### config.mk
export PLATFORM = sky130hd
export DESIGN_NAME = phy_misc_status_config_regs
export DESIGN_NICKNAME = d
export VERILOG_FILES = /design/src/hdl/phy_misc_pkg.sv /design/src/hdl/phy_misc_status_config_regs.sv /design/src/hdl/strap_sync.sv
export SDC_FILE = /design/constraint.sdc
export NUM_CORES = 1
export LEC_CHECK = 0
export BUFFER_PORTS_ARGS = -buffer_cell sky130_fd_sc_hd__buf_2
export CAP_MARGIN = 20
export CORE_ASPECT_RATIO = 0.9
export CORE_UTILIZATION = 35
export CTS_CLUSTER_DIAMETER = 150
export DETAILED_ROUTE_END_ITERATION = 6
export GPL_ROUTABILITY_DRIVEN = 0
export HOLD_SLACK_MARGIN = 0.12
export PLACE_DENSITY = 0.65
export SETUP_SLACK_MARGIN = 0.05
export SYNTH_ARGS = -nofsm -noshare
export SYNTH_HDL_FRONTEND = slang
export SYNTH_HIERARCHICAL = 1
export SYNTH_SLANG_ARGS = --single-unit
### constraint.sdc
create_clock -name ref_clk_in -period 5.8 [get_ports ref_clk_in]
set_input_delay 0.58 -clock ref_clk_in [delete_from_list [all_inputs] [get_ports ref_clk_in]]
set_output_delay 0.58 -clock ref_clk_in [all_outputs]
set_load 0.005 [all_outputs]
### src/hdl/phy_misc_pkg.sv
// Package with register map, field layouts and state layout of the misc register bank.
package phy_misc_pkg;

  //////////////////////////////////////////////////////////////////////////////
  // Bus widths.
  localparam int ADDR_W = 12;
  localparam int DATA_W = 32;
  localparam int REG_W = 16;
  localparam int IDX_W = 10;

  //////////////////////////////////////////////////////////////////////////////
  // Register indices; the byte address is four times the index.
  localparam logic [IDX_W-1:0] IDX_VITERBI_IDLE_CONFIG = 10'h053;
  localparam logic [IDX_W-1:0] IDX_RX_CHANNEL_SKEW_STATUS = 10'h055;
  localparam logic [IDX_W-1:0] IDX_STRAP_STATUS_ONE = 10'h06E;
  localparam logic [IDX_W-1:0] IDX_STRAP_STATUS_TWO = 10'h06F;
  localparam logic [IDX_W-1:0] IDX_PRBS_RECEIVED_BYTE_COUNT = 10'h071;
  localparam logic [IDX_W-1:0] IDX_PRBS_CONTROL_STATUS_TWO = 10'h072;
  localparam logic [IDX_W-1:0] IDX_CHECKER_MODE = 10'h07E;

  //////////////////////////////////////////////////////////////////////////////
  // Reset and fixed values.
  localparam logic [3:0] IDLE_THR_RESET = 4'h5;
  localparam logic [11:0] VITERBI_RSVD_VALUE = 12'h205;
  localparam logic [15:0] BYTE_COUNT_RESET = 16'h0000;
  localparam logic [15:0] BYTE_COUNT_MAX = 16'hFFFF;
  localparam logic [15:0] BYTE_COUNT_ONE = 16'h0001;
  localparam logic [3:0] IDLE_RUN_MAX = 4'hF;
  localparam logic [3:0] IDLE_RUN_ONE = 4'h1;
  localparam logic [1:0] STRAP_SETTLE_CYCLES = 2'h2;
  localparam logic [1:0] SETTLE_STEP = 2'h1;
  localparam logic CHECKER_WRAP_RESET = 1'b0;

  //////////////////////////////////////////////////////////////////////////////
  // Strap pins as they arrive at the block.
  typedef struct packed {
    logic mirror_en;
    logic downshift_en;
    logic clock_output_off;
    logic reduced_gmii_off;
    logic sgmii_en;
    logic auto_crossover_off;
    logic forced_crossover;
    logic half_duplex;
    logic autoneg_off;
    logic autoneg_select;
    logic fast_link_drop;
    logic [3:0] mgmt_address;
    logic [2:0] tx_clock_delay;
    logic [2:0] rx_clock_delay;
  } strap_pins_s;

  //////////////////////////////////////////////////////////////////////////////
  // Register layouts, most significant bit first.
  typedef struct packed {
    logic [11:0] rsvd;
    logic [3:0] idle_symbol_threshold;
  } viterbi_idle_config_s;

  typedef struct packed {
    logic [7:0] rsvd;
    logic [3:0] chan_b_alignment_cycles;
    logic [3:0] chan_a_alignment_cycles;
  } rx_channel_skew_status_s;

  typedef struct packed {
    logic mirror_en;
    logic downshift_en;
    logic strapped_clock_output_off;
    logic strapped_reduced_gmii_off;
    logic sgmii_en;
    logic strapped_auto_crossover_off;
    logic strapped_forced_crossover;
    logic strapped_half_duplex;
    logic strapped_autoneg_off;
    logic rsvd6;
    logic strapped_autoneg_select;
    logic rsvd4;
    logic [3:0] strapped_mgmt_address;
  } strap_status_one_s;

  typedef struct packed {
    logic [4:0] rsvd15_11;
    logic strapped_fast_link_drop;
    logic [2:0] rsvd9_7;
    logic [2:0] tx_clock_delay;
    logic rsvd3;
    logic [2:0] rx_clock_delay;
  } strap_status_two_s;

  typedef struct packed {
    logic [4:0] rsvd15_11;
    logic checker_packet_total_overflow;
    logic checker_byte_total_overflow;
    logic rsvd8;
    logic [5:0] rsvd7_2;
    logic clear_counters;
    logic lock_counters;
  } prbs_control_status_two_s;

  typedef struct packed {
    logic [14:0] rsvd;
    logic checker_count_wrap_select;
  } checker_mode_s;

  //////////////////////////////////////////////////////////////////////////////
  // Strap capture phases.
  typedef enum logic [1:0] {
    STRAP_SETTLE = 2'h0,
    STRAP_HELD = 2'h1
  } strap_phase_e;

  //////////////////////////////////////////////////////////////////////////////
  // Whole state of the register bank.
  typedef struct packed {
    strap_phase_e strap_phase;
    logic [1:0] settle_cnt;
    strap_pins_s strap_held;
    logic [3:0] idle_thr;
    logic [3:0] idle_run;
    logic idle_mode;
    logic [15:0] byte_live;
    logic [15:0] byte_snap;
    logic byte_ovf;
    logic wrap_sel;
    logic [DATA_W-1:0] prdata;
    logic pready;
    logic pslverr;
  } state_s;

endpackage

### src/hdl/phy_misc_status_config_regs.sv
// Misc configuration and status register bank with idle detector and checker byte counter.
//
// Functional notes
// - Idle mode after threshold consecutive idles, reset 5.
// - Skew register shows channel A and B delays.
// - Strap one bits 15..7 show strap flags.
// - Strap one: select bit 5, address 3:0.
// - Strap two bit 10 shows fast link drop.
// - Strap two shows transmit and receive delay codes.
// - Sixteen bit checker byte count, reset zero.
// - Readable count frozen on lock or clear write.
// - Count saturates at all ones when mode zero.
// - Clear write locks, zeroes counters and overflow flags.
// - Byte overflow flag reads one until cleared.
//
// Chosen here: the APB interface to the registers.
`timescale 1ns/1ps
`default_nettype none

module phy_misc_status_config_regs (
  input wire logic ref_clk_in,
  input wire logic rst_n_in,
  // APB slave.
  input wire logic psel_in,
  input wire logic penable_in,
  input wire logic pwrite_in,
  input wire logic [phy_misc_pkg::ADDR_W-1:0] paddr_in,
  input wire logic [phy_misc_pkg::DATA_W-1:0] pwdata_in,
  output logic [phy_misc_pkg::DATA_W-1:0] prdata_out,
  output logic pready_out,
  output logic pslverr_out,
  // Strap pins, asynchronous to the clock.
  input wire phy_misc_pkg::strap_pins_s strap_pins_in,
  // Receive symbol stream from the Viterbi detector.
  input wire logic symbol_valid_in,
  input wire logic symbol_idle_in,
  // Channel alignment delays from the receive aligner.
  input wire logic [3:0] chan_a_alignment_cycles_in,
  input wire logic [3:0] chan_b_alignment_cycles_in,
  // Byte strobe from the checker.
  input wire logic checker_byte_valid_in,
  // Results towards the rest of the transceiver.
  output logic idle_mode_out,
  output logic [3:0] idle_symbol_threshold_out,
  output phy_misc_pkg::strap_pins_s strap_held_out,
  output logic strap_valid_out,
  output logic [15:0] checker_byte_total_out,
  output logic checker_byte_total_overflow_out
);

  //////////////////////////////////////////////////////////////////////////////
  // Declarations.
  phy_misc_pkg::state_s state_reg;
  phy_misc_pkg::state_s state_next;
  logic [$bits(phy_misc_pkg::strap_pins_s)-1:0] strap_sync_bits;
  phy_misc_pkg::strap_pins_s strap_synced;
  logic [phy_misc_pkg::IDX_W-1:0] reg_idx;
  logic setup_phase;
  logic write_fire;
  logic [phy_misc_pkg::REG_W-1:0] read_word;
  logic read_hit;
  phy_misc_pkg::viterbi_idle_config_s viterbi_view;
  phy_misc_pkg::rx_channel_skew_status_s skew_view;
  phy_misc_pkg::strap_status_one_s strap_one_view;
  phy_misc_pkg::strap_status_two_s strap_two_view;
  phy_misc_pkg::prbs_control_status_two_s ctl_two_view;
  phy_misc_pkg::prbs_control_status_two_s ctl_two_write;
  phy_misc_pkg::checker_mode_s mode_view;
  phy_misc_pkg::checker_mode_s mode_write;
  phy_misc_pkg::viterbi_idle_config_s viterbi_write;
  logic lock_req;
  logic clear_req;
  logic byte_at_max;
  logic byte_ovf_event;

  //////////////////////////////////////////////////////////////////////////////
  // Strap synchronisation.

  // Strap pins come from outside and pass two flip-flops first.
  strap_sync #(
    .W($bits(phy_misc_pkg::strap_pins_s))
  ) u_strap_sync (
    .ref_clk_in(ref_clk_in),
    .rst_n_in(rst_n_in),
    .async_in(strap_pins_in),
    .sync_out(strap_sync_bits)
  );

  assign strap_synced = phy_misc_pkg::strap_pins_s'(strap_sync_bits);

  //////////////////////////////////////////////////////////////////////////////
  // Bus decode.

  // Word index and the two phases of an APB transfer.
  assign reg_idx = paddr_in[phy_misc_pkg::ADDR_W-1:2];
  assign setup_phase = psel_in && !penable_in;
  assign write_fire = psel_in && penable_in && pwrite_in && state_reg.pready;

  // Write data seen through each writable layout.
  assign viterbi_write = phy_misc_pkg::viterbi_idle_config_s'(pwdata_in[phy_misc_pkg::REG_W-1:0]);
  assign ctl_two_write = phy_misc_pkg::prbs_control_status_two_s'(pwdata_in[phy_misc_pkg::REG_W-1:0]);
  assign mode_write = phy_misc_pkg::checker_mode_s'(pwdata_in[phy_misc_pkg::REG_W-1:0]);

  //////////////////////////////////////////////////////////////////////////////
  // Register views.

  always_comb begin
    viterbi_view = '0;
    viterbi_view.rsvd = phy_misc_pkg::VITERBI_RSVD_VALUE;
    viterbi_view.idle_symbol_threshold = state_reg.idle_thr;
  end

  always_comb begin
    skew_view = '0;
    skew_view.chan_a_alignment_cycles = chan_a_alignment_cycles_in;
    skew_view.chan_b_alignment_cycles = chan_b_alignment_cycles_in;
  end

  always_comb begin
    strap_one_view = '0;
    strap_one_view.mirror_en = state_reg.strap_held.mirror_en;
    strap_one_view.downshift_en = state_reg.strap_held.downshift_en;
    strap_one_view.strapped_clock_output_off = state_reg.strap_held.clock_output_off;
    strap_one_view.strapped_reduced_gmii_off = state_reg.strap_held.reduced_gmii_off;
    strap_one_view.sgmii_en = state_reg.strap_held.sgmii_en;
    strap_one_view.strapped_auto_crossover_off = state_reg.strap_held.auto_crossover_off;
    strap_one_view.strapped_forced_crossover = state_reg.strap_held.forced_crossover;
    strap_one_view.strapped_half_duplex = state_reg.strap_held.half_duplex;
    strap_one_view.strapped_autoneg_off = state_reg.strap_held.autoneg_off;
    strap_one_view.strapped_autoneg_select = state_reg.strap_held.autoneg_select;
    strap_one_view.strapped_mgmt_address = state_reg.strap_held.mgmt_address;
  end

  always_comb begin
    strap_two_view = '0;
    strap_two_view.strapped_fast_link_drop = state_reg.strap_held.fast_link_drop;
    strap_two_view.tx_clock_delay = state_reg.strap_held.tx_clock_delay;
    strap_two_view.rx_clock_delay = state_reg.strap_held.rx_clock_delay;
  end

  always_comb begin
    ctl_two_view = '0;
    ctl_two_view.checker_byte_total_overflow = state_reg.byte_ovf;
  end

  // Count wrap select readback.
  always_comb begin
    mode_view = '0;
    mode_view.checker_count_wrap_select = state_reg.wrap_sel;
  end

  //////////////////////////////////////////////////////////////////////////////
  // Read multiplexer.

  // Selects the addressed register; unmapped words read zero with an error.
  always_comb begin
    read_word = '0;
    read_hit = 1'b1;
    case (reg_idx)
      phy_misc_pkg::IDX_VITERBI_IDLE_CONFIG: begin
        read_word = viterbi_view;
      end
      phy_misc_pkg::IDX_RX_CHANNEL_SKEW_STATUS: begin
        read_word = skew_view;
      end
      phy_misc_pkg::IDX_STRAP_STATUS_ONE: begin
        read_word = strap_one_view;
      end
      phy_misc_pkg::IDX_STRAP_STATUS_TWO: begin
        read_word = strap_two_view;
      end
      phy_misc_pkg::IDX_PRBS_RECEIVED_BYTE_COUNT: begin
        read_word = state_reg.byte_snap;
      end
      phy_misc_pkg::IDX_PRBS_CONTROL_STATUS_TWO: begin
        read_word = ctl_two_view;
      end
      phy_misc_pkg::IDX_CHECKER_MODE: begin
        read_word = mode_view;
      end
      default: begin
        read_hit = 1'b0;
      end
    endcase
  end

  //////////////////////////////////////////////////////////////////////////////
  // Counter control terms.

  // Lock and clear pulses from a completed write to the second control register.
  assign lock_req = write_fire && (reg_idx == phy_misc_pkg::IDX_PRBS_CONTROL_STATUS_TWO) &&
                    (ctl_two_write.lock_counters || ctl_two_write.clear_counters);
  assign clear_req = write_fire && (reg_idx == phy_misc_pkg::IDX_PRBS_CONTROL_STATUS_TWO) &&
                     ctl_two_write.clear_counters;

  // An increment at the top value overflows.
  assign byte_at_max = (state_reg.byte_live == phy_misc_pkg::BYTE_COUNT_MAX);
  assign byte_ovf_event = checker_byte_valid_in && byte_at_max;

  //////////////////////////////////////////////////////////////////////////////
  // Next state.

  // Computes the whole next state of the bank.
  always_comb begin
    state_next = state_reg;

    // Bus answer: data and status are captured in the setup cycle.
    state_next.pready = 1'b0;
    state_next.pslverr = 1'b0;
    if (setup_phase) begin
      state_next.pready = 1'b1;
      state_next.pslverr = !read_hit;
      state_next.prdata = '0;
      state_next.prdata[phy_misc_pkg::REG_W-1:0] = read_word;
    end

    case (state_reg.strap_phase)
      phy_misc_pkg::STRAP_SETTLE: begin
        if (state_reg.settle_cnt == phy_misc_pkg::STRAP_SETTLE_CYCLES) begin
          state_next.strap_held = strap_synced;
          state_next.strap_phase = phy_misc_pkg::STRAP_HELD;
        end else begin
          state_next.settle_cnt = 2'(state_reg.settle_cnt + phy_misc_pkg::SETTLE_STEP);
        end
      end
      phy_misc_pkg::STRAP_HELD: begin
        state_next.strap_held = state_reg.strap_held;
      end
      default: begin
        state_next.strap_phase = phy_misc_pkg::STRAP_SETTLE;
      end
    endcase

    if (write_fire && (reg_idx == phy_misc_pkg::IDX_VITERBI_IDLE_CONFIG)) begin
      state_next.idle_thr = viterbi_write.idle_symbol_threshold;
    end

    // Count wrap select write.
    if (write_fire && (reg_idx == phy_misc_pkg::IDX_CHECKER_MODE)) begin
      state_next.wrap_sel = mode_write.checker_count_wrap_select;
    end

    if (symbol_valid_in) begin
      if (symbol_idle_in) begin
        if (state_reg.idle_run != phy_misc_pkg::IDLE_RUN_MAX) begin
          state_next.idle_run = 4'(state_reg.idle_run + phy_misc_pkg::IDLE_RUN_ONE);
        end
        state_next.idle_mode = (state_next.idle_run >= state_reg.idle_thr);
      end else begin
        state_next.idle_run = '0;
        state_next.idle_mode = 1'b0;
      end
    end

    if (lock_req) begin
      state_next.byte_snap = state_reg.byte_live;
    end

    // byte counting; saturate when wrap select is zero.
    if (clear_req) begin
      // clear restarts from zero, counting a byte of this cycle.
      state_next.byte_live = checker_byte_valid_in ? phy_misc_pkg::BYTE_COUNT_ONE :
                                                     phy_misc_pkg::BYTE_COUNT_RESET;
    end else if (checker_byte_valid_in) begin
      if (!byte_at_max) begin
        state_next.byte_live = 16'(state_reg.byte_live + phy_misc_pkg::BYTE_COUNT_ONE);
      end else if (state_reg.wrap_sel) begin
        state_next.byte_live = phy_misc_pkg::BYTE_COUNT_RESET;
      end
    end

    // overflow sticky; set wins over clear.
    state_next.byte_ovf = (clear_req ? 1'b0 : state_reg.byte_ovf) || byte_ovf_event;
  end

  //////////////////////////////////////////////////////////////////////////////
  // State register.

  // Synchronous reset loads constants only.
  always_ff @(posedge ref_clk_in) begin
    if (!rst_n_in) begin
      state_reg <= '0;
      state_reg.strap_phase <= phy_misc_pkg::STRAP_SETTLE;
      state_reg.idle_thr <= phy_misc_pkg::IDLE_THR_RESET;
      state_reg.byte_live <= phy_misc_pkg::BYTE_COUNT_RESET;
      state_reg.byte_snap <= phy_misc_pkg::BYTE_COUNT_RESET;
      state_reg.wrap_sel <= phy_misc_pkg::CHECKER_WRAP_RESET;
    end else begin
      state_reg <= state_next;
    end
  end

  //////////////////////////////////////////////////////////////////////////////
  // Outputs.

  // Bus outputs; ready is high in the first access cycle.
  assign prdata_out = state_reg.prdata;
  assign pready_out = state_reg.pready;
  assign pslverr_out = state_reg.pslverr && state_reg.pready;

  // Block results, all from flip-flops.
  assign idle_mode_out = state_reg.idle_mode;
  assign idle_symbol_threshold_out = state_reg.idle_thr;
  assign strap_held_out = state_reg.strap_held;
  assign strap_valid_out = (state_reg.strap_phase == phy_misc_pkg::STRAP_HELD);
  assign checker_byte_total_out = state_reg.byte_live;
  assign checker_byte_total_overflow_out = state_reg.byte_ovf;

endmodule

`default_nettype wire

### src/hdl/strap_sync.sv
// Two flip-flop synchroniser for a group of level inputs.
`timescale 1ns/1ps
`default_nettype none

module strap_sync #(
  parameter int W = 1
) (
  input wire logic ref_clk_in,
  input wire logic rst_n_in,
  input wire logic [W-1:0] async_in,
  output logic [W-1:0] sync_out
);

  logic [W-1:0] meta_reg;
  logic [W-1:0] sync_reg;

  // The first stage feeds only the second stage.
  always_ff @(posedge ref_clk_in) begin
    if (!rst_n_in) begin
      meta_reg <= '0;
      sync_reg <= '0;
    end else begin
      meta_reg <= async_in;
      sync_reg <= meta_reg;
    end
  end

  assign sync_out = sync_reg;

endmodule

`default_nettype wire

[Word level (Yosys, flattened, before mapping)]
Index checks and enable logic that the tools add are counted.
Word-level totals
  register bits after elaboration: 128
  latch bits: 0
  RAM bits: 0
  ROM bits: 0
  word-level logic and storage cells: 85
  memories kept: 0
Operators by class
  add/subtract/negate cells: 3
  multiply operators: 0
  divide/modulo/power cells: 0
  $lt $le $gt $ge: 1
  equal/unequal tests: 13
  shifts and indexed selects: 0
  muxes and demuxes: 15
  bitwise gates (word level): 2
  reductions and logical operators: 23
Operators with widths (number)
  case mux 16 bit (7 select lines): 1
  equality test 10 x 7 -> 1 bit, second input constant: 7
  2-to-1 mux 16 bit: 4
  adder 16 x 1 -> 16 bit, second input constant: 1
  equality test 16 bit, second input constant: 1
  2-to-1 mux 4 bit: 3
  logical AND 1 bit: 11
  AND reduction 2 bit: 5
  OR reduction 7 bit: 1
  2-to-1 mux 5 bit: 1
  adder 4 x 1 -> 4 bit, second input constant: 1
  >= comparator 4 bit: 1
  2-to-1 mux 2 bit: 2
  inequality test 4 bit, second input constant: 1
  case mux 2 bit (2 select lines): 1
  2-to-1 mux 1 bit: 3
  inequality test 3 bit, second input constant: 1
  adder 2 x 1 -> 2 bit, second input constant: 1
  equality test 2 x 1 -> 1 bit, second input constant: 1
  equality test 2 bit, second input constant: 1
  logical NOT 1 bit: 2
  logical NOT 2 bit: 1
  logical OR 1 bit: 2
  inequality test 2 bit, second input constant: 1
  other kinds (2): 3

[Depth between registers and ports, before layout]
Gate-level depths: netlist (run 1).
  depth in word-level cells: 7
  gate-level depth with buffers: 9

[Modules after synthesis]
Netlist (run 1), hierarchy kept.
Modules (own cells, without submodules)
  phy_misc_status_config_regs: instances 1, cells an instance 576, area an instance 4660.7 um2, seq. area each 1701.6 um2
  strap_sync: instances 1, cells an instance 88, area an instance 1176.1 um2, seq. area each 840.8 um2

[Worst setup path before layout (run 1)]
OpenSTA, ideal clock, no wires.
  path type: in2reg
  from: input paddr_in[11] (netlist bit)
  to: register state_reg (netlist bit prdata_out[9])
  setup time: 0.074 ns
  data arrival time: 1.912 ns
  required time: 5.726 ns
  path slack: 3.814 ns
  stages on the path: 6
  path through: or3b_1 -> nor3b_4 -> and2_1 -> buf_4 -> a22oi_1 -> a31oi_1
On the way
  longest elaborated chain between the ends: 2
  elaborated cells on any way between the ends: 8
Ends and longest elaborated chain
  from (decl): RTL line phy_misc_status_config_regs.sv:27  | input wire logic [phy_misc_pkg::ADDR_W-1:0] paddr_in,
  equality test 10 x 7 -> 1 bit: RTL line phy_misc_status_config_regs.sv:159  | case (reg_idx)
  case mux 16 bit (7 select lines) (*): RTL line phy_misc_status_config_regs.sv:159
  to (signal assigned): RTL line phy_misc_status_config_regs.sv:289  | state_reg <= state_next;
  to (decl): RTL line phy_misc_status_config_regs.sv:53  | phy_misc_pkg::state_s state_reg;
Every way passes the cells marked *; elsewhere a longest branch is shown, timed or not.
A chain may end at the register's enable or synchronous reset.

[Final worst setup path (run 1)]
  from: register state_reg (netlist bit checker_byte_total_out[0])
  to: register state_reg (netlist bit checker_byte_total_out[7])
On the way
  longest elaborated chain between the ends: 4
  elaborated cells on any way between the ends: 7
Ends and longest elaborated chain
  adder 16 x 1 -> 16 bit or equality test 16 bit (tied branches): RTL line phy_misc_status_config_regs.sv:266, phy_misc_status_config_regs.sv:197
  2-to-1 mux 16 bit: RTL line phy_misc_status_config_regs.sv:265  | if (!byte_at_max) begin
  2-to-1 mux 16 bit: RTL line phy_misc_status_config_regs.sv:264  | end else if (checker_byte_valid_in) begin
  2-to-1 mux 16 bit: RTL line phy_misc_status_config_regs.sv:260  | if (clear_req) begin
Several ways; a longest one is shown, not always the timed one. The select of a mux whose other input is x is not followed.

==> results of run 1 <==
[synthesized netlist by cell type, types with 2 or more instances]
master | n | share of area [%]
a21o_1 | 4 | 0.51
nand3_1 | 13 | 1.1
and3_1 | 3 | 0.32
nor3_1 | 13 | 1.1
a32oi_1 | 4 | 0.60
inv_1 | 10 | 0.64
or2_2 | 2 | 0.21
clkbuf_2 | 6 | 0.51
a22o_1 | 2 | 0.30
clkbuf_1 | 20 | 1.3
nor4_1 | 5 | 0.54
nand2_1 | 105 | 6.8
buf_4 | 74 | 9.5
o2bb2ai_1 | 2 | 0.30
nor2_1 | 21 | 1.4
xnor2_1 | 6 | 0.90
nand2b_1 | 4 | 0.43
and4_1 | 5 | 0.75
a211oi_1 | 3 | 0.39
and2_2 | 42 | 5.4
o21a_1 | 2 | 0.26
nor3b_1 | 3 | 0.39
a22oi_1 | 13 | 1.7
o21ai_0 | 25 | 2.1
a41oi_1 | 2 | 0.30
o32ai_1 | 2 | 0.30
a21oi_1 | 16 | 1.4
dfxtp_1 | 127 | 44
o211ai_1 | 2 | 0.26
and2_1 | 8 | 0.86
buf_2 | 4 | 0.34
a31oi_1 | 13 | 1.4
or3b_1 | 2 | 0.30
mux2i_1 | 9 | 1.5
ha_1 | 7 | 1.5
a21boi_0 | 40 | 5.1
or3_1 | 5 | 0.54
nand4_1 | 6 | 0.64
o211a_1 | 2 | 0.34
nor2b_1 | 16 | 1.7
[report_power, final]
part           leakage, nW  internal (W)  switching, W
logic                 1.40     0.0000717      0.000103
clock network        0.289      0.000659      0.000434
registers             1.04      0.000907     0.0000175
[cell type report]
type	count	area [um2]
clock inverter	14	166
sequential	127	2540
tap	207	259
fill	1611	9570
inverter	10	37.5
clock buffer	18	439
multi-input combinational	438	2630
timing repair buffer	117	598
[cells in the final DEF, fill, tap and decap left out, drive strengths merged, types with 6 or more instances in the layout]
cell type,Yosys,routed
dfxtp,127,127
buf,78,117
nand2,105,105
and2,50,50
a21boi,40,40
o21ai,26,26
nor2,21,21
inv,10,19
clkbuf,26,18
a21oi,16,16
nor2b,16,16
conb,1,16
nor3,14,14
nand3,13,13
a31oi,13,13
a22oi,13,13
mux2i,9,9
ha,7,7
nand4,7,7
xnor2,6,6
[logic make-up after synthesis]
logic type                 synth area share (%)
and+or+nand+nor                            24.1
AOI/OAI and AO/OA                          15.8
DFF                                        43.6
buffers and inverters                      12.3
muxes                                      1.74
adders and majority gates                  1.50
xor gates and xnor gates                  0.900
other                                    0.0642
[metal layers]
metal  vias up  routed length, um  track usage (%)
met2       151               5850             24.0
met1      2009               6620             21.8
li1       2289                  -                -
met3        16                990             5.61
met5         -                  0                0
met4         0                170             5.16
[through the flow]
step | hold slack [ns] | std cells | utilization, %
after global routing | 0.366 | 931 | 41.1
after global placement | 0.427 | 899 | 37.4
after floorplan | 0.426 | 679 | -
after detailed placement | 0.431 | 899 | 37.4
final | 0.378 | 931 | 41.1
after CTS | 0.368 | 931 | 41.1
[final timing paths]
kind	startpoint	end	cells after the start
max	checker_byte_total_out[0]	checker_byte_total_out[7]	6
min	strap_pins_in[16]	u_strap_sync/meta_reg[16]	2
max reg2reg	checker_byte_total_out[0]	checker_byte_total_out[7]	6
min reg2reg	u_strap_sync/meta_reg[0]	u_strap_sync/sync_out[0]	1
[worst max-delay path, stage by stage, from the launching register on]
cell and delay, ns:
dfxtp_1 0.45, ha_1 0.30, nand3_1 0.14, or3_1 0.55
or2_0 0.39, a211oi_1 0.26, nor3_1 0.08
==> results.sh, run 1 <==
export IMPL_finalPower_w=0.00219
export IMPL_status="finished with violations"
export IMPL_tritoncts="built"
export IMPL_cellLeakagePower_nw=2.73
export IMPL_synth_cell_type_count=56
export IMPL_power_density_mw_per_mm2=329
export IMPL_rsz0062_at_grt="no"
export IMPL_max_vdd_ir_drop_v=0.000239
export IMPL_end_kind="register"
export IMPL_start_util_pct=35.9
export IMPL_remaining_drc_errors=14
export IMPL_grt_max_degree=82
export IMPL_ys_warn_count=6
export IMPL_die_area_mm2=0.0172
export IMPL_slew_headroom_pct=45.9
export IMPL_syn_avg_cell_area_um2=8.79
export IMPL_place_area_mm2=0.00607
export IMPL_fin_nets=799
export IMPL_grt_pass1_vias=4120
export IMPL_cts_buffers=17
export IMPL_antenna_found_initial=0
export IMPL_drive_above_1_share_pct=27.3
export IMPL_areaGrowthSynthToFinish_pct=14.4
export IMPL_setup_ws_ns=3.50
export IMPL_syn_inst=664
export IMPL_largest_register_ffs=24
export IMPL_period_needed_ns=2.30
export IMPL_setup_viol=0
export IMPL_synthArstFlopShare_pct=0
export IMPL_syn_area_mm2=0.00584
export IMPL_seq_area_frac_synth_pct=43.6
export IMPL_fmax_mhz=434
export IMPL_cp_required_ns=6.07
export IMPL_worst_setup_path_type="reg -> reg"
export IMPL_ys_seq_elements=127
export IMPL_synth_edf_count=0
export IMPL_synth_ff_type="dfxtp_1"
export IMPL_num_io_pins=159
export IMPL_via_per_inst=4.80
export IMPL_cts_hold_buf=0
export IMPL_worst_pin_slew_ns=0.812
export IMPL_cts_repair_resized=0
export IMPL_violations="design-rule violations"
export IMPL_num_vias=4465
export IMPL_drv_slew=0
export IMPL_dp_slack_ns=3.26
export IMPL_hold_violations=0
export IMPL_cts_sinks=127
export IMPL_hold_class="in -> reg"
export IMPL_drt_first_iter_violations=344
export IMPL_die_h_um=125
export IMPL_clock_root_buffer="clkbuf_16"
export IMPL_regToRegSetupSlack_ns=3.50
export IMPL_worstSetupStartpointType="register"
export IMPL_grt_pass1_wl_um=21900
export IMPL_setup_tns_ns=0
export IMPL_ant_nets=0
export IMPL_drt_total_wl_um=13600
export IMPL_routedWlPerCell_um=14.6
export IMPL_final_area_mm2=0.00668
export IMPL_core_mm2=0.0162
export IMPL_min_period_over_period_pct=39.7
export IMPL_firstDrtPassIters=7
export IMPL_path_max_fanout=9
export IMPL_skew_ns=0.0104
export IMPL_dp_hpwl_um=9750
export IMPL_grt_overflow_total=0
export IMPL_diodes=0
export IMPL_postCtsSetupRepairBufs=0
export IMPL_h_tree_depth=4
export IMPL_num_rows=44
export IMPL_grt_use_total_pct=16.2
export IMPL_clk_latency_ns=0.41
export IMPL_die_w_um=138
export IMPL_path_clk_slew_ns=0.06
export IMPL_drv_cap=0
export IMPL_cp_arrival_ns=2.57
export IMPL_portBuffers=112
export IMPL_cts_buffer_depth=2
No activity file was read; power rests on OpenSTA's default activity.
==> inputs of run 2 (changes only) <==
--- a/config.mk
+++ b/config.mk
@@ -13,7 +13,7 @@
 export DETAILED_ROUTE_END_ITERATION = 6
 export GPL_ROUTABILITY_DRIVEN = 0
 export HOLD_SLACK_MARGIN = 0.12
-export PLACE_DENSITY = 0.65
+export PLACE_DENSITY = 0.67
 export SETUP_SLACK_MARGIN = 0.05
 export SYNTH_ARGS = -nofsm -noshare
 export SYNTH_HDL_FRONTEND = slang
==> constraint.sdc (replaced) <==
create_clock -name ref_clk_in -period 2 [get_ports ref_clk_in]
set_input_delay 0.2 -clock ref_clk_in [delete_from_list [all_inputs] [get_ports ref_clk_in]]
set_output_delay 0.2 -clock ref_clk_in [all_outputs]
set_load 0.005 [all_outputs]
==> run 2 against run 1 <==
Compared with the run above:
- the flow still finishes with violations (design-rule violations)
- sequential power grew to 2.9 times the previous value
- first-iteration DRC count fell by 14%
- final cell count is 6.1% higher
- combinational power rose to 3.3 times the previous value
- sequential share of layout area fell by 2.5 points
- register-to-register slack lost 3.3 ns
- critical path depth grew 2
- critical endpoint is now idle_mode_out
- highest routed layer unchanged
==> results.sh, run 2 (synthesized netlist as in run 1, its figures left out) <==
export IMPL_cts_buffers=17
export IMPL_seqCellArea_mm2=0.00254
export IMPL_cellLeakagePower_nw=2.98
export IMPL_num_io_pins=159
export IMPL_tritoncts="built"
export IMPL_grt_overflow_total=0
export IMPL_via_per_inst=4.77
export IMPL_multi_input_area_mm2=0.00265
export IMPL_violations="design-rule violations"
export IMPL_status="finished with violations"
export IMPL_dp_slack_ns=0.0615
export IMPL_worst_setup_path_type="reg -> reg"
export IMPL_die_area_mm2=0.0172
export IMPL_drt_first_iter_violations=296
export IMPL_grt_pass1_wl_um=22700
export IMPL_dp_hpwl_um=10200
export IMPL_h_tree_depth=4
export IMPL_largest_register_ffs=24
export IMPL_max_vdd_ir_drop_v=0.000629
export IMPL_hold_class="in -> reg"
export IMPL_fmax_mhz=541
export IMPL_skew_ns=0.0123
export IMPL_layout_common_cells="125 x dfxtp_1, 112 x buf_2, 105 x nand2_1, 42 x and2_2, 40 x a21boi_0"
export IMPL_drive_above_1_share_pct=30.0
export IMPL_worst_pin_slew_ns=0.510
export IMPL_hold_violations=0
export IMPL_final_common_cell="dfxtp_1"
export IMPL_path_clk_slew_ns=0.07
export IMPL_core_mm2=0.0162
export IMPL_drv_slew=0
export IMPL_period_needed_ns=1.85
export IMPL_diodes=0
export IMPL_fin_nets=856
export IMPL_clock_root_buffer="clkbuf_16"
export IMPL_end_kind="register"
export IMPL_cp_required_ns=2.28
export IMPL_antenna_found_initial=0
export IMPL_grt_pass1_vias=4423
export IMPL_die_h_um=125
export IMPL_start_util_pct=35.9
export IMPL_min_from="symbol_valid_in"
export IMPL_place_area_mm2=0.00632
export IMPL_cp_arrival_ns=2.13
export IMPL_portBuffers=112
export IMPL_slew_headroom_pct=66.0
export IMPL_power_density_mw_per_mm2=864
export IMPL_remaining_drc_errors=16
export IMPL_rsz0062_at_grt="yes"
export IMPL_finalPower_w=0.00618
export IMPL_drt_total_wl_um=14200
export IMPL_cts_sinks=127
export IMPL_die_w_um=138
export IMPL_drv_cap=0
export IMPL_min_period_over_period_pct=92.5
export IMPL_nFillCells=1554
export IMPL_cts_buffer_depth=2
export IMPL_setup_viol=0
export IMPL_clk_latency_ns=0.41
export IMPL_setup_ws_ns=0.151
export IMPL_path_max_fanout=4
export IMPL_grt_max_degree=45
export IMPL_setup_tns_ns=0
export IMPL_worstSetupStartpointType="register"
export IMPL_grt_use_total_pct=16.8
export IMPL_postCtsSetupRepairBufs=0
export IMPL_rr_startpoint="state_reg[70]"
export IMPL_fin_util_pct=44.1
export IMPL_final_area_mm2=0.00715
export IMPL_ant_nets=0
export IMPL_firstDrtPassIters=7
export IMPL_areaGrowthSynthToFinish_pct=22.6
export IMPL_num_vias=4717
export IMPL_num_rows=44
export IMPL_setup_worst_path_start="state_reg[70]"
export IMPL_routedWlPerCell_um=14.3
## run 2: worst paths after layout
check / endpoint / slack [ns] / cells after the start
min: state_reg[70] / 0.14 / 3
max: idle_mode_out / 0.15 / 8
min reg2reg: strap_held_out[19] / 0.44 / 2
max reg2reg: idle_mode_out / 0.15 / 8
## run 2: critical path: stages, from the launching register on
cell and delay (ns):
dfxtp_2 0.34, ha_2 0.18, nand3_2 0.11, mux2_2 0.36, ha_1 0.27, a21oi_1 0.13
nor2b_1 0.06, o2111ai_1 0.18, a21boi_0 0.11
## run 2: power by group
part | total [W] | switching (W) | internal [W]
Sequential | 0.00268 | 0.0000474 | 0.00263
Combinational | 0.000582 | 0.000318 | 0.000264
Clock | 0.00292 | 0.00128 | 0.00164
Total | 0.00618 | 0.00165 | 0.00454
## run 2: cell type report
type | instances | area share (%)
Timing Repair Buffer | 174 | 15.4
Clock inverter | 15 | 1.96
Inverter | 10 | 0.525
Tap cell | 207 | 3.62
Sequential cell | 127 | 35.6
Multi-Input combinational cell | 438 | 37.0
Clock buffer | 17 | 5.95
## run 2: what timing repair did
| item | 4_1_cts | 5_1_grt |
|---|---|---|
| resized for setup | 1 | 4 |
| endpoints found under the setup margin | 1 | 4 |
| hold buffers | 25 | 0 |
| hold endpoints to repair | 26 | 0 |
## run 2: per-stage QoR
| stage | hold slack, ns | cells |
|---|---|---|
| global placement | 0.415 | 931 |
| global route | 0.153 | 988 |
| detailed placement | 0.418 | 931 |
| CTS | 0.123 | 988 |
| finish | 0.142 | 988 |
| floorplan | 0.325 | 679 |
## run 2: per-layer routing
metal,vias to the layer above,global-route usage [%],share of wire [%]
li1,2404,-,-
met1,2190,22.0,48
met2,119,27.1,47
met3,4,4.11,5.3
met4,0,5.35,0.42
met5,-,0,0
==> inputs of run 3 (changes only) <==
--- a/config.mk
+++ b/config.mk
@@ -8,12 +8,12 @@
 export BUFFER_PORTS_ARGS = -buffer_cell sky130_fd_sc_hd__buf_2
 export CAP_MARGIN = 20
 export CORE_ASPECT_RATIO = 0.9
-export CORE_UTILIZATION = 35
+export CORE_UTILIZATION = 47
 export CTS_CLUSTER_DIAMETER = 150
 export DETAILED_ROUTE_END_ITERATION = 6
 export GPL_ROUTABILITY_DRIVEN = 0
 export HOLD_SLACK_MARGIN = 0.12
-export PLACE_DENSITY = 0.67
+export PLACE_DENSITY = 0.84
 export SETUP_SLACK_MARGIN = 0.05
 export SYNTH_ARGS = -nofsm -noshare
 export SYNTH_HDL_FRONTEND = slang
==> run 3 against run 2 <==
Compared with the run above:
- the flow now finishes without violations
- count of clock-buffer cells in the layout is 2 higher
- final area is 0.47% higher
- worst setup slack worse by 0.013 ns
- global-route usage is 5.8 points higher
- final cell count is 4.9% lower
- critical path depth is 2 lower
==> results.sh, run 3 (synthesized netlist as in run 1, its figures left out) <==
export IMPL_worst_pin_slew_ns=0.580
export IMPL_min_period_over_period_pct=93.1
export IMPL_min_from="symbol_valid_in"
export IMPL_setup_viol=0
export IMPL_ant_nets=0
export IMPL_setup_worst_path_start="checker_byte_total_out[0]"
export IMPL_drv_cap=0
export IMPL_routedWlPerCell_um=15.2
export IMPL_worstSetupStartpointType="register"
export IMPL_dp_hpwl_um=9720
export IMPL_hold_violations=0
export IMPL_h_tree_depth=4
export IMPL_holdWs_ns=0.138
export IMPL_clk_latency_ns=0.42
export IMPL_path_clk_slew_ns=0.06
export IMPL_crit_buf_inv=0
export IMPL_grt_overflow_total=0
export IMPL_rsz0062_at_grt="no"
export IMPL_die_area_mm2=0.0129
export IMPL_status="finished clean"
export IMPL_crit_chain="ha_1 > nand3_1 > or3_1 > or2_0 > a211oi_1 > nor3_1"
export IMPL_drive_above_1_share_pct=30.1
export IMPL_firstDrtPassIters=5
export IMPL_dr_wl_met2_um=6820
export IMPL_cts_sinks=127
export IMPL_critical_path_max_stage_delay_ns=0.43
export IMPL_clock_root_buffer="clkbuf_16"
export IMPL_diodes=0
export IMPL_dp_cells=882
export IMPL_final_common_cell="dfxtp_1"
export IMPL_cts_buffers=17
export IMPL_power_density_mw_per_mm2=910
export IMPL_final_area_mm2=0.00719
export IMPL_num_io_pins=159
export IMPL_cellLeakagePower_nw=3.02
export IMPL_antenna_found_initial=0
export IMPL_postCtsSetupRepairBufs=0
export IMPL_start_util_pct=48.3
export IMPL_nFillCells=1032
export IMPL_slew_headroom_pct=61.3
export IMPL_portBuffers=112
export IMPL_areaGrowthSynthToFinish_pct=23.2
export IMPL_largest_register_ffs=24
export IMPL_path_max_fanout=5
export IMPL_fmax_mhz=537
export IMPL_grt_pass1_vias=4643
export IMPL_die_h_um=108
export IMPL_rr_startpoint="checker_byte_total_out[0]"
export IMPL_cp_required_ns=2.30
export IMPL_hold_class="in -> reg"
export IMPL_skew_ns=0.00492
export IMPL_period_needed_ns=1.86
export IMPL_highest_layer="met4"
export IMPL_crit_family="simple AND/OR/NAND/NOR gates"
export IMPL_core_mm2=0.0121
export IMPL_worst_setup_path_type="reg -> reg"
export IMPL_num_vias=4874
export IMPL_drt_first_iter_violations=433
export IMPL_crit_slowest_cell="or3_1"
export IMPL_layout_common_cells="125 x dfxtp_1, 112 x buf_2, 105 x nand2_1, 42 x and2_2, 39 x a21boi_0"
export IMPL_final_cell_count_no_fill=940
export IMPL_grt_max_degree=44
export IMPL_cts_buffer_depth=2
export IMPL_met3_length_um=999
export IMPL_wl_met1_um=6300
export IMPL_num_rows=38
export IMPL_cp_arrival_ns=2.17
export IMPL_drv_slew=0
export IMPL_drt_total_wl_um=14300
export IMPL_die_w_um=119
export IMPL_place_area_mm2=0.00624
export IMPL_grt_use_total_pct=22.6
export IMPL_via_per_inst=5.19
export IMPL_setup_tns_ns=0
export IMPL_max_vdd_ir_drop_v=0.000688
export IMPL_remaining_drc_errors=0
export IMPL_fin_nets=855
export IMPL_tritoncts="built"
export IMPL_end_kind="register"
export IMPL_grt_pass1_wl_um=22500
run 3: cell count changes in the layout (fill, tap and decap cells not counted), sizes merged:
cell,previous run,this run
clkbuf,17,19
buf,149,147
bufinv,0,3
clkinv,4,3
inv,19,16
dlygate4sd3,25,26
clkinvlp,2,1
run 3: per-stage QoR:
| stage | power, W | setup WS (ns) | utilization (%) |
|---|---|---|---|
| detailed placement | 0.00327 | 0.00965 | 51.6 |
| CTS | 0.00655 | 0.0777 | 59.1 |
| global route | 0.00677 | 0.0666 | 59.5 |
| finish | 0.00654 | 0.138 | 59.5 |
| floorplan | 0.00312 | 0.0985 | - |
| global placement | 0.00326 | 0.0821 | 51.6 |
run 3: what timing repair did:
item / CTS / global route
hold buffers: 26 / 0
pin swaps: 2 / 4
endpoints found under the setup margin: 1 / 6
gates resized for setup: 4 / 9
hold endpoints to repair: 28 / 0
run 3: worst register-to-register path, stage by stage, from the launching register on:
cell and delay, ns:
dfxtp_1 0.35, ha_1 0.18, nand3_1 0.12, or3_1 0.43
or2_0 0.35, a211oi_1 0.25, nor3_1 0.08
run 3: final cells by class:
type                            instances  area [um2]  share of cell area [%]
Multi-Input combinational cell        438        2690                    37.4
Tap cell                              160         200                    2.79
Timing Repair Buffer                  173        1080                    15.1
Inverter                               10        37.5                   0.522
Sequential cell                       127        2550                    35.4
Clock buffer                           19         453                    6.30
Clock inverter                         13         175                    2.44
run 3: path summary, 6_finish.rpt:
| check | endpoint | slack [ns] | depth (start not counted) |
|---|---|---|---|
| worst max-delay path | checker_byte_total_out[5] | 0.14 | 6 |
| worst min-delay path | state_reg[72] | 0.14 | 3 |
| worst max register to register | checker_byte_total_out[5] | 0.14 | 6 |
| worst min register to register | strap_held_out[7] | 0.44 | 2 |
run 3: report_power, final:
part | internal (W) | switching, W
clock network | 0.00206 | 0.00121
registers | 0.00263 | 0.0000512
logic | 0.000268 | 0.000319
total | 0.00495 | 0.00158
run 3: routing by layer:
layer  GRT usage, %  up-vias
li1               -     2399
met1           27.5     2269
met2           38.2      188
met3           6.04       18
met4           8.30        0
met5              0        -
